[src/rtl/uds_pkg.sv]
// Shared constants and types for the unit dispatch and trap support block.
// Assumes a single core clock and one APB register slave.
package uds_pkg;
  // ---------------------------------------------------------------
  // Register map (byte addresses)
  // ---------------------------------------------------------------
  localparam int ADDR_W = 8;
  localparam logic [7:0] OFF_FLAG = 8'h00;
  localparam logic [7:0] OFF_ENABLE = 8'h04;
  localparam logic [7:0] OFF_CLEAR = 8'h08;
  localparam logic [7:0] OFF_VTP = 8'h0C;
  localparam logic [7:0] OFF_CSR = 8'h10;
  localparam logic [7:0] OFF_IRP = 8'h14;
  localparam logic [7:0] OFF_NRP = 8'h18;
  // ---------------------------------------------------------------
  // Field layout and reset values
  // ---------------------------------------------------------------
  localparam int NUM_IRQ = 16;
  localparam int NMI_BIT = 1;
  localparam int FIRST_MASKABLE = 4;
  localparam logic [15:0] IRQ_IMPL = 16'hFFF2;
  localparam int GIE_BIT = 0;
  localparam int PRIOR_GLOBAL_IRQ_ENABLE_BIT = 1;
  localparam int VTP_NUM_LSB = 5;
  localparam int VTP_BASE_LSB = 10;
  localparam logic [15:0] FLAG_RST = 16'h0000;
  localparam logic [15:0] ENABLE_RST = 16'h0000;
  localparam logic [21:0] VTP_BASE_RST = 22'h000000;
  localparam logic [31:0] PTR_RST = 32'h00000000;
  // ---------------------------------------------------------------
  // Timing counts in execute packets / cycles, and the branch displacement width
  // ---------------------------------------------------------------
  localparam logic [2:0] DELAY_SLOTS = 3'h5;
  localparam logic [2:0] DRAIN_CYC = 3'h4;
  localparam int DISP_W = 21;
  // ---------------------------------------------------------------
  // Types
  // ---------------------------------------------------------------
  typedef enum logic [4:0] {
    C_NOP, C_IDLE, C_ADDSUB, C_MV, C_CMP, C_LOGIC, C_SHIFT, C_MVK,
    C_ADDK, C_BDISP, C_BREG, C_BIRP, C_BNRP, C_MVC, C_MPY, C_LDST,
    C_LDST15, C_ADDA
  } uds_class_t;
  typedef enum logic [1:0] {U_L, U_M, U_S, U_D} uds_unit_t;
  typedef enum logic [1:0] {S_RUN = 2'b00, S_DRAIN = 2'b01, S_VEC = 2'b11} uds_state_t;
  typedef struct packed {
    logic vld;
    uds_class_t cls;
    uds_unit_t unit;
    logic side_b;
    logic [2:0] creg;
    logic [31:0] pc;
    logic [DISP_W-1:0] disp;
    logic [31:0] reg_tgt;
  } uds_issue_t;
  typedef struct packed {
    logic vld;
    logic exec;
    logic annul;
    logic unit_err;
  } uds_result_t;
endpackage

[src/rtl/uds_dispatch.sv]
// Unit dispatch, predication, branch delay slots and interrupt registers.
// Assumes packets arrive one per cycle on iss and APB is zero-wait capable.
//
// Our own choices: the register offsets and the APB slave port.
`timescale 1ns/1ps
module uds_dispatch (
  input wire logic core_clk,
  input wire logic resetn,
  input wire logic psel,
  input wire logic penable,
  input wire logic pwrite,
  input wire logic [uds_pkg::ADDR_W-1:0] paddr,
  input wire logic [31:0] pwdata,
  output logic pready,
  output logic [31:0] prdata,
  output logic pslverr,
  input wire uds_pkg::uds_issue_t iss,
  input wire logic [4:0] cond_nz,
  input wire logic [uds_pkg::NUM_IRQ-1:0] irq_in,
  input wire logic [31:0] resume_pc,
  output uds_pkg::uds_result_t res,
  output logic redirect_vld,
  output logic [31:0] redirect_pc,
  output logic irq_take
);
  import uds_pkg::*;

  // ---------------------------------------------------------------
  // Reset release
  // ---------------------------------------------------------------
  logic rst_ff1_reg, rstn;
  // Two stages so release is clean against the clock
  always_ff @(posedge core_clk or negedge resetn) begin
    if (!resetn) begin
      rst_ff1_reg <= 1'b0;
      rstn <= 1'b0;
    end else begin
      rst_ff1_reg <= 1'b1;
      rstn <= rst_ff1_reg;
    end
  end

  // ---------------------------------------------------------------
  // State
  // ---------------------------------------------------------------
  logic [15:0] flag_reg, enable_reg;
  logic [21:0] vtp_base_reg;
  logic gie_reg, prior_global_irq_enable_reg, in_nmi_reg;
  logic [31:0] irp_reg, nrp_reg;
  logic [2:0] slot_cnt_reg, drain_cnt_reg;
  logic [31:0] tgt_reg;
  logic [4:0] vec_num_reg;
  uds_state_t st_reg;

  // ---------------------------------------------------------------
  // Dispatch decode
  // ---------------------------------------------------------------
  // Unit legality per class; unknown class codes are refused
  function automatic logic unit_ok(uds_class_t c, uds_unit_t u, logic b);
    unique case (c)
      C_NOP, C_IDLE: unit_ok = 1'b1;
      C_ADDSUB: unit_ok = (u != U_M);
      C_MV: unit_ok = (u == U_S) || (u == U_D);
      C_CMP: unit_ok = (u == U_L);
      C_LOGIC: unit_ok = (u == U_L) || (u == U_S);
      C_SHIFT, C_MVK, C_ADDK, C_BDISP: unit_ok = (u == U_S);
      C_BREG, C_BIRP, C_BNRP, C_MVC: unit_ok = (u == U_S) && b;
      C_MPY: unit_ok = (u == U_M);
      C_LDST, C_ADDA: unit_ok = (u == U_D);
      C_LDST15: unit_ok = (u == U_D) && b;
      default: unit_ok = 1'b0;
    endcase
  endfunction

  logic pred_true, legal, exec_now, is_br;
  logic [31:0] disp_tgt, br_tgt;
  // Codes 6 and 7 name no condition register, so they count as illegal
  always_comb begin
    pred_true = (iss.creg == 3'h0) ||
      ((iss.creg <= 3'h5) && cond_nz[3'(iss.creg - 3'h1)]);
    legal = unit_ok(iss.cls, iss.unit, iss.side_b) && (iss.creg <= 3'h5);
    exec_now = iss.vld && legal && pred_true && (st_reg == S_RUN);
    is_br = (iss.cls == C_BDISP) || (iss.cls == C_BREG) ||
      (iss.cls == C_BIRP) || (iss.cls == C_BNRP);
    disp_tgt = iss.pc + {{9{iss.disp[DISP_W-1]}}, iss.disp, 2'b00};
    unique case (iss.cls)
      C_BDISP: br_tgt = disp_tgt;
      C_BIRP: br_tgt = irp_reg;
      C_BNRP: br_tgt = nrp_reg;
      default: br_tgt = iss.reg_tgt;
    endcase
  end

  // Registered dispatch verdict
  always_ff @(posedge core_clk or negedge rstn) begin
    if (!rstn) begin
      res <= '0;
    end else begin
      res.vld <= iss.vld;
      res.exec <= exec_now;
      res.annul <= iss.vld && !exec_now;
      res.unit_err <= iss.vld && !legal;
    end
  end

  // ---------------------------------------------------------------
  // Interrupt selection
  // ---------------------------------------------------------------
  logic [15:0] pend;
  logic [4:0] hp_num;
  logic take_n, take_m;
  // Lowest number wins; NMI sits below every maskable line
  always_comb begin
    pend = flag_reg & enable_reg & IRQ_IMPL;
    hp_num = 5'h00;
    for (int i = NUM_IRQ - 1; i >= NMI_BIT; i--) begin
      if (pend[i]) begin
        hp_num = 5'(i);
      end
    end
    take_n = pend[NMI_BIT] && !in_nmi_reg && (st_reg == S_RUN);
    take_m = (pend[15:FIRST_MASKABLE] != 12'h000) && gie_reg &&
      !in_nmi_reg && !pend[NMI_BIT] && (st_reg == S_RUN);
  end

  // ---------------------------------------------------------------
  // APB slave
  // ---------------------------------------------------------------
  logic setup, wr_acc, mapped;
  logic [31:0] rd_val;
  always_comb begin
    setup = psel && !penable;
    wr_acc = psel && penable && pready && pwrite && !pslverr;
    mapped = (paddr <= OFF_NRP) && (paddr[1:0] == 2'b00);
    unique case (paddr)
      OFF_FLAG: rd_val = {16'h0000, flag_reg};
      OFF_ENABLE: rd_val = {16'h0000, enable_reg};
      OFF_VTP: rd_val = {vtp_base_reg, hp_num, 5'h00};
      OFF_CSR: rd_val = {30'h00000000, prior_global_irq_enable_reg, gie_reg};
      OFF_IRP: rd_val = irp_reg;
      OFF_NRP: rd_val = nrp_reg;
      default: rd_val = 32'h00000000;
    endcase
  end

  // One wait-free access phase; data and error are captured at setup
  always_ff @(posedge core_clk or negedge rstn) begin
    if (!rstn) begin
      pready <= 1'b0;
      prdata <= 32'h00000000;
      pslverr <= 1'b0;
    end else begin
      pready <= setup;
      pslverr <= setup && !mapped;
      if (setup && !pwrite) begin
        prdata <= rd_val;
      end
    end
  end

  // ---------------------------------------------------------------
  // Flag and enable registers
  // ---------------------------------------------------------------
  logic [15:0] clr_mask, take_mask;
  always_comb begin
    clr_mask = (wr_acc && paddr == OFF_CLEAR) ? pwdata[15:0] : 16'h0000;
    take_mask = 16'h0000;
    if (take_n || take_m) begin
      take_mask[4'(hp_num)] = 1'b1;
    end
  end

  // New events win over a clear landing in the same cycle
  always_ff @(posedge core_clk or negedge rstn) begin
    if (!rstn) begin
      flag_reg <= FLAG_RST;
    end else begin
      flag_reg <= ((flag_reg & ~clr_mask & ~take_mask) | irq_in) & IRQ_IMPL;
    end
  end

  always_ff @(posedge core_clk or negedge rstn) begin
    if (!rstn) begin
      enable_reg <= ENABLE_RST;
      vtp_base_reg <= VTP_BASE_RST;
    end else begin
      if (wr_acc && paddr == OFF_ENABLE) begin
        enable_reg <= pwdata[15:0] & IRQ_IMPL;
      end
      if (wr_acc && paddr == OFF_VTP) begin
        vtp_base_reg <= pwdata[31:VTP_BASE_LSB];
      end
    end
  end

  // ---------------------------------------------------------------
  // Control status, return pointers, NMI service flag
  // ---------------------------------------------------------------
  // Hardware entry and return outrank a software write in the same cycle
  always_ff @(posedge core_clk or negedge rstn) begin
    if (!rstn) begin
      gie_reg <= 1'b0;
      prior_global_irq_enable_reg <= 1'b0;
      in_nmi_reg <= 1'b0;
      irp_reg <= PTR_RST;
      nrp_reg <= PTR_RST;
    end else begin
      if (wr_acc && paddr == OFF_CSR) begin
        gie_reg <= pwdata[GIE_BIT];
        prior_global_irq_enable_reg <= pwdata[PRIOR_GLOBAL_IRQ_ENABLE_BIT];
      end
      if (wr_acc && paddr == OFF_IRP) begin
        irp_reg <= pwdata;
      end
      if (wr_acc && paddr == OFF_NRP) begin
        nrp_reg <= pwdata;
      end
      if (exec_now && iss.cls == C_BIRP) begin
        gie_reg <= prior_global_irq_enable_reg;
      end
      if (exec_now && iss.cls == C_BNRP) begin
        in_nmi_reg <= 1'b0;
      end
      if (take_m) begin
        irp_reg <= resume_pc;
        prior_global_irq_enable_reg <= gie_reg;
        gie_reg <= 1'b0;
      end
      if (take_n) begin
        nrp_reg <= resume_pc;
        in_nmi_reg <= 1'b1;
        prior_global_irq_enable_reg <= gie_reg;
        gie_reg <= 1'b0;
      end
    end
  end

  // ---------------------------------------------------------------
  // Interrupt sequencer and branch delay slots
  // ---------------------------------------------------------------
  // A taken interrupt drops any branch in flight; it is refetched on return
  always_ff @(posedge core_clk or negedge rstn) begin
    if (!rstn) begin
      st_reg <= S_RUN;
      drain_cnt_reg <= 3'h0;
      vec_num_reg <= 5'h00;
      irq_take <= 1'b0;
    end else begin
      irq_take <= take_n || take_m;
      unique case (st_reg)
        S_RUN: begin
          if (take_n || take_m) begin
            st_reg <= S_DRAIN;
            drain_cnt_reg <= DRAIN_CYC;
            vec_num_reg <= hp_num;
          end
        end
        S_DRAIN: begin
          drain_cnt_reg <= drain_cnt_reg - 3'h1;
          if (drain_cnt_reg == 3'h1) begin
            st_reg <= S_VEC;
          end
        end
        S_VEC: st_reg <= S_RUN;
        default: st_reg <= S_RUN;
      endcase
    end
  end

  always_ff @(posedge core_clk or negedge rstn) begin
    if (!rstn) begin
      slot_cnt_reg <= 3'h0;
      tgt_reg <= PTR_RST;
      redirect_vld <= 1'b0;
      redirect_pc <= PTR_RST;
    end else begin
      redirect_vld <= 1'b0;
      if (st_reg == S_VEC) begin
        redirect_vld <= 1'b1;
        redirect_pc <= {vtp_base_reg, vec_num_reg, 5'h00};
        slot_cnt_reg <= 3'h0;
      end else if (st_reg == S_DRAIN || take_n || take_m) begin
        slot_cnt_reg <= 3'h0;
      end else if (exec_now && is_br) begin
        slot_cnt_reg <= DELAY_SLOTS;
        tgt_reg <= br_tgt;
      end else if (iss.vld && slot_cnt_reg != 3'h0) begin
        slot_cnt_reg <= slot_cnt_reg - 3'h1;
        if (slot_cnt_reg == 3'h1) begin
          redirect_vld <= 1'b1;
          redirect_pc <= tgt_reg;
        end
      end
    end
  end
endmodule

[config.mk]
export PLATFORM = sky130hd
export DESIGN_NAME = uds_dispatch
export DESIGN_NICKNAME = d
export VERILOG_FILES = /design/src/rtl/uds_pkg.sv /design/src/rtl/uds_dispatch.sv
export SDC_FILE = /design/constraint.sdc
export NUM_CORES = 1
export LEC_CHECK = 0
export BUFFER_PORTS_ARGS = -buffer_cell sky130_fd_sc_hd__buf_2
export CAP_MARGIN = 30
export CORE_MARGIN = 2
export CORE_UTILIZATION = 36
export CTS_BUF_LIST = sky130_fd_sc_hd__clkbuf_8
export CTS_CLUSTER_SIZE = 25
export DETAILED_ROUTE_END_ITERATION = 10
export HOLD_SLACK_MARGIN = 0.1
export PLACE_DENSITY = 0.56
export SKIP_CTS_REPAIR_TIMING = 1
export SLEW_MARGIN = 20
export SYNTH_ARGS = -nofsm -noshare
export SYNTH_HDL_FRONTEND = slang
export SYNTH_SLANG_ARGS = --single-unit
export TNS_END_PERCENT = 30
[constraint.sdc]
create_clock -name core_clk -period 14.1 [get_ports core_clk]
set_input_delay 1.41 -clock core_clk [delete_from_list [all_inputs] [get_ports core_clk]]
set_output_delay 1.41 -clock core_clk [all_outputs]
set_load 0.01 [all_outputs]
==> results.txt <==
VDD IR max = 0.07030 mV
CTS sink count = 233
Antenna violations before repair = 2
Most used cell along the critical path = buf_4
Most frequent cells in the layout = 263 x buf_2, 232 x dfrtp_1, 191 x nor2_1, 157 x a21oi_1, 105 x mux2i_1
Final Total Pwr = 1.864 mW
Dpl hpwl = 33.26 mm
Type of the tightest min-delay check = flip-flop to asynchronous set/reset pin
YS warnings = 0
Syn Std Cell Area = 13080 sq um
PD cells = 118.9 nW/um^2
Actual slew at the worst max-slew pin = 1.122 ns
Synth async-reset ratio = 100.0%
Area occupied by multi-input gates = 6908 sq um
Crit-path cells = buf_2, inv_1, ha_1, mux2_1, nor4_1, a221o_1, o22a_1, a21oi_1, buf_4, a31oi_4, buf_4, a21oi_2, a22o_1
Setup crit end kind = flip-flop
Ys flop type = dfrtp_1
Required time worst endpoint = 14.59 ns
Metal2 WL = 22.27 mm
Fin cells = 2108
Crit-path max cell delay = 0.42 ns
Placed Instances = 2038
Final Hold Viols = 0
Port bufs = 263
Die area = 37860 sq um
Cell count after synthesis = 1379
Status = finished, final reports clean
Core Region = 35660 sq um
Worst-path clk slew = 0.06 ns
Distinct cells, synth = 78
Sequential share of the synthesized area = 44.59%
Flop-to-flop setup slack = 10.79 ns
Fill cells = 3543
Total track usage = 24.24%
WL/cell = 22.14 microns
Static leakage = 7.306 nW
Nets@finish = 1856
H-tree depth = 2
Final Max Slew Viols = 0
Root buf cell = clkbuf_8
Fin crit share = 27.77%
Area Overhead vs Synth = 19.87%
Unrepaired setup endpoints after global routing = no
# setup viols final = 0
CP Max Fanout = 27
Final Cell Area = 15680 sq um
Mapped Nets = 1612
DIE WIDTH = 194.6 microns
Pre-CTS WS = 9.639 ns
Clock Skews = 0.03357 ns
CP max-delay cell = a21oi_2
Latest clock arrival within the worst-skew pair = 0.56 ns
Via/cell ratio = 5.685
EDFF count, synth = 0
Setup Crit Path Kind = input pin to flip-flop
# DRC = 0
Longest Clk Path Bufs = 3
Final wirelength = 46.68 mm
Fmax = 255.4 MHz
Mean Syn Cell Area = 9.482 sq um
Drt pass-1 iters = 5
Worst hold margin = 0.2562 ns
Boundary Pins = 267
FP Rows = 69
Starting density of the core = 36.67%
Final WS setup = 10.18 ns
Worst slew margin = 25.21%
Antenna-violating nets left = 0
Largest net degree at the start of global routing = 164
Layout cells sized above 1 = 23.33%
Wire length on met1 = 19.93 mm
Top Metal Used = met5
DR iter-0 viols = 1005
Max-cap violation count = 0
#FFs+latches synth = 233
Wire length on met3 = 2.997 mm
Overflow left after global routing = 0
Placed instance area = 14840 sq um
Post-layout util = 43.96%
Commonest non-fill, non-tap cell in the layout = buf_2
Die Y = 194.6 microns
Critical Path Start Type = input pin
CTS tree = done
Post-route setup TNS = 0 ns
Vias in the first global route = 11890
First-pass GRT wire length = 70.58 mm
Vias = 11980
Crit path time final = 3.916 ns
TritonCTS Buffers = 42
Arrival @ worst endpoint = 4.41 ns
Storage element area = 5834 sq um
Routability congestion estimate = 0.8703
synth_stat cells (all sizes together) (4+ instances only):
master / n / area share [%]
o21a: 9 / 0.52
a31o: 9 / 0.60
dfrtp: 233 / 45
o211ai: 7 / 0.40
xor2: 7 / 0.47
a22o: 14 / 0.94
a222oi: 29 / 2.2
or2: 9 / 0.43
nand2: 103 / 3.0
a221oi: 13 / 0.87
mux2: 38 / 3.3
xnor2: 19 / 1.3
inv: 20 / 0.57
o21ai: 34 / 1.3
nor2b: 10 / 0.48
buf: 21 / 1.0
o31ai: 4 / 0.23
nand4: 10 / 0.48
nor4: 5 / 0.24
ha: 37 / 3.5
nor3: 18 / 0.77
and3: 14 / 0.67
a21oi: 158 / 6.1
nor3b: 4 / 0.23
nor2: 200 / 5.8
a22oi: 29 / 1.7
nand3: 26 / 1.0
nand2b: 7 / 0.33
nand3b: 8 / 0.46
and2: 6 / 0.31
a21o: 16 / 0.92
a31oi: 46 / 2.2
clkbuf: 60 / 1.7
mux2i: 105 / 8.0
final timing paths:
check | endpoint | from | cells past startpoint
max | redirect_pc[9] | iss[85] | 13
min | redirect_pc[1] | rstn | 0
max reg2reg | redirect_pc[9] | flag_reg[9] | 10
min reg2reg | redirect_pc[1] | rstn | 0
max in group asynchronous | irp_reg[14] | rstn | 1
min in group core_clk | rstn | rst_ff1_reg | 0
cells by family (layout without fill, tap and decap cells):
family	after synthesis	after routing	share of synthesized area, %
flops	233	233	44.59
xor+xnor	26	26	1.741
other cells	1	2	0.02868
buf+inv	101	368	3.320
mux	143	143	11.31
simple gates	431	431	14.79
compound gates	406	406	20.52
fa+ha+maj	38	38	3.693
layer usage:
layer | global-route usage [%] | vias to the layer above
met2 | 40.50 | 457
met1 | 31.90 | 5860
met3 | 4.026 | 85
met4 | 8.291 | 2
met5 | 0 | -
li1 | - | 5580
cell type report:
class,instances,share of cell area [%]
multi-input cells,1045,44.07
flip-flops and latches,233,37.22
repair buffers,281,9.595
clock buffers,49,4.302
well taps,461,3.680
clock inverters,18,0.6386
inverters,20,0.4789
diodes,1,0.01596
critical path, delay by kind of cell:
family,cells,cell delay (ns)
compound gates,6,1.52
buf+inv,4,0.79
fa+ha+maj,1,0.35
mux,1,0.24
simple gates,1,0.05
where the power goes:
group          switching (mW)  leakage [nW]  internal (mW)  total [mW]
combinational           0.241          3.95          0.181       0.422
clock                   0.287         0.449          0.330       0.617
sequential             0.0616          2.90          0.764       0.825
total                   0.590          7.31           1.27        1.86
Note: power is estimated with default switching activity, not from simulation.
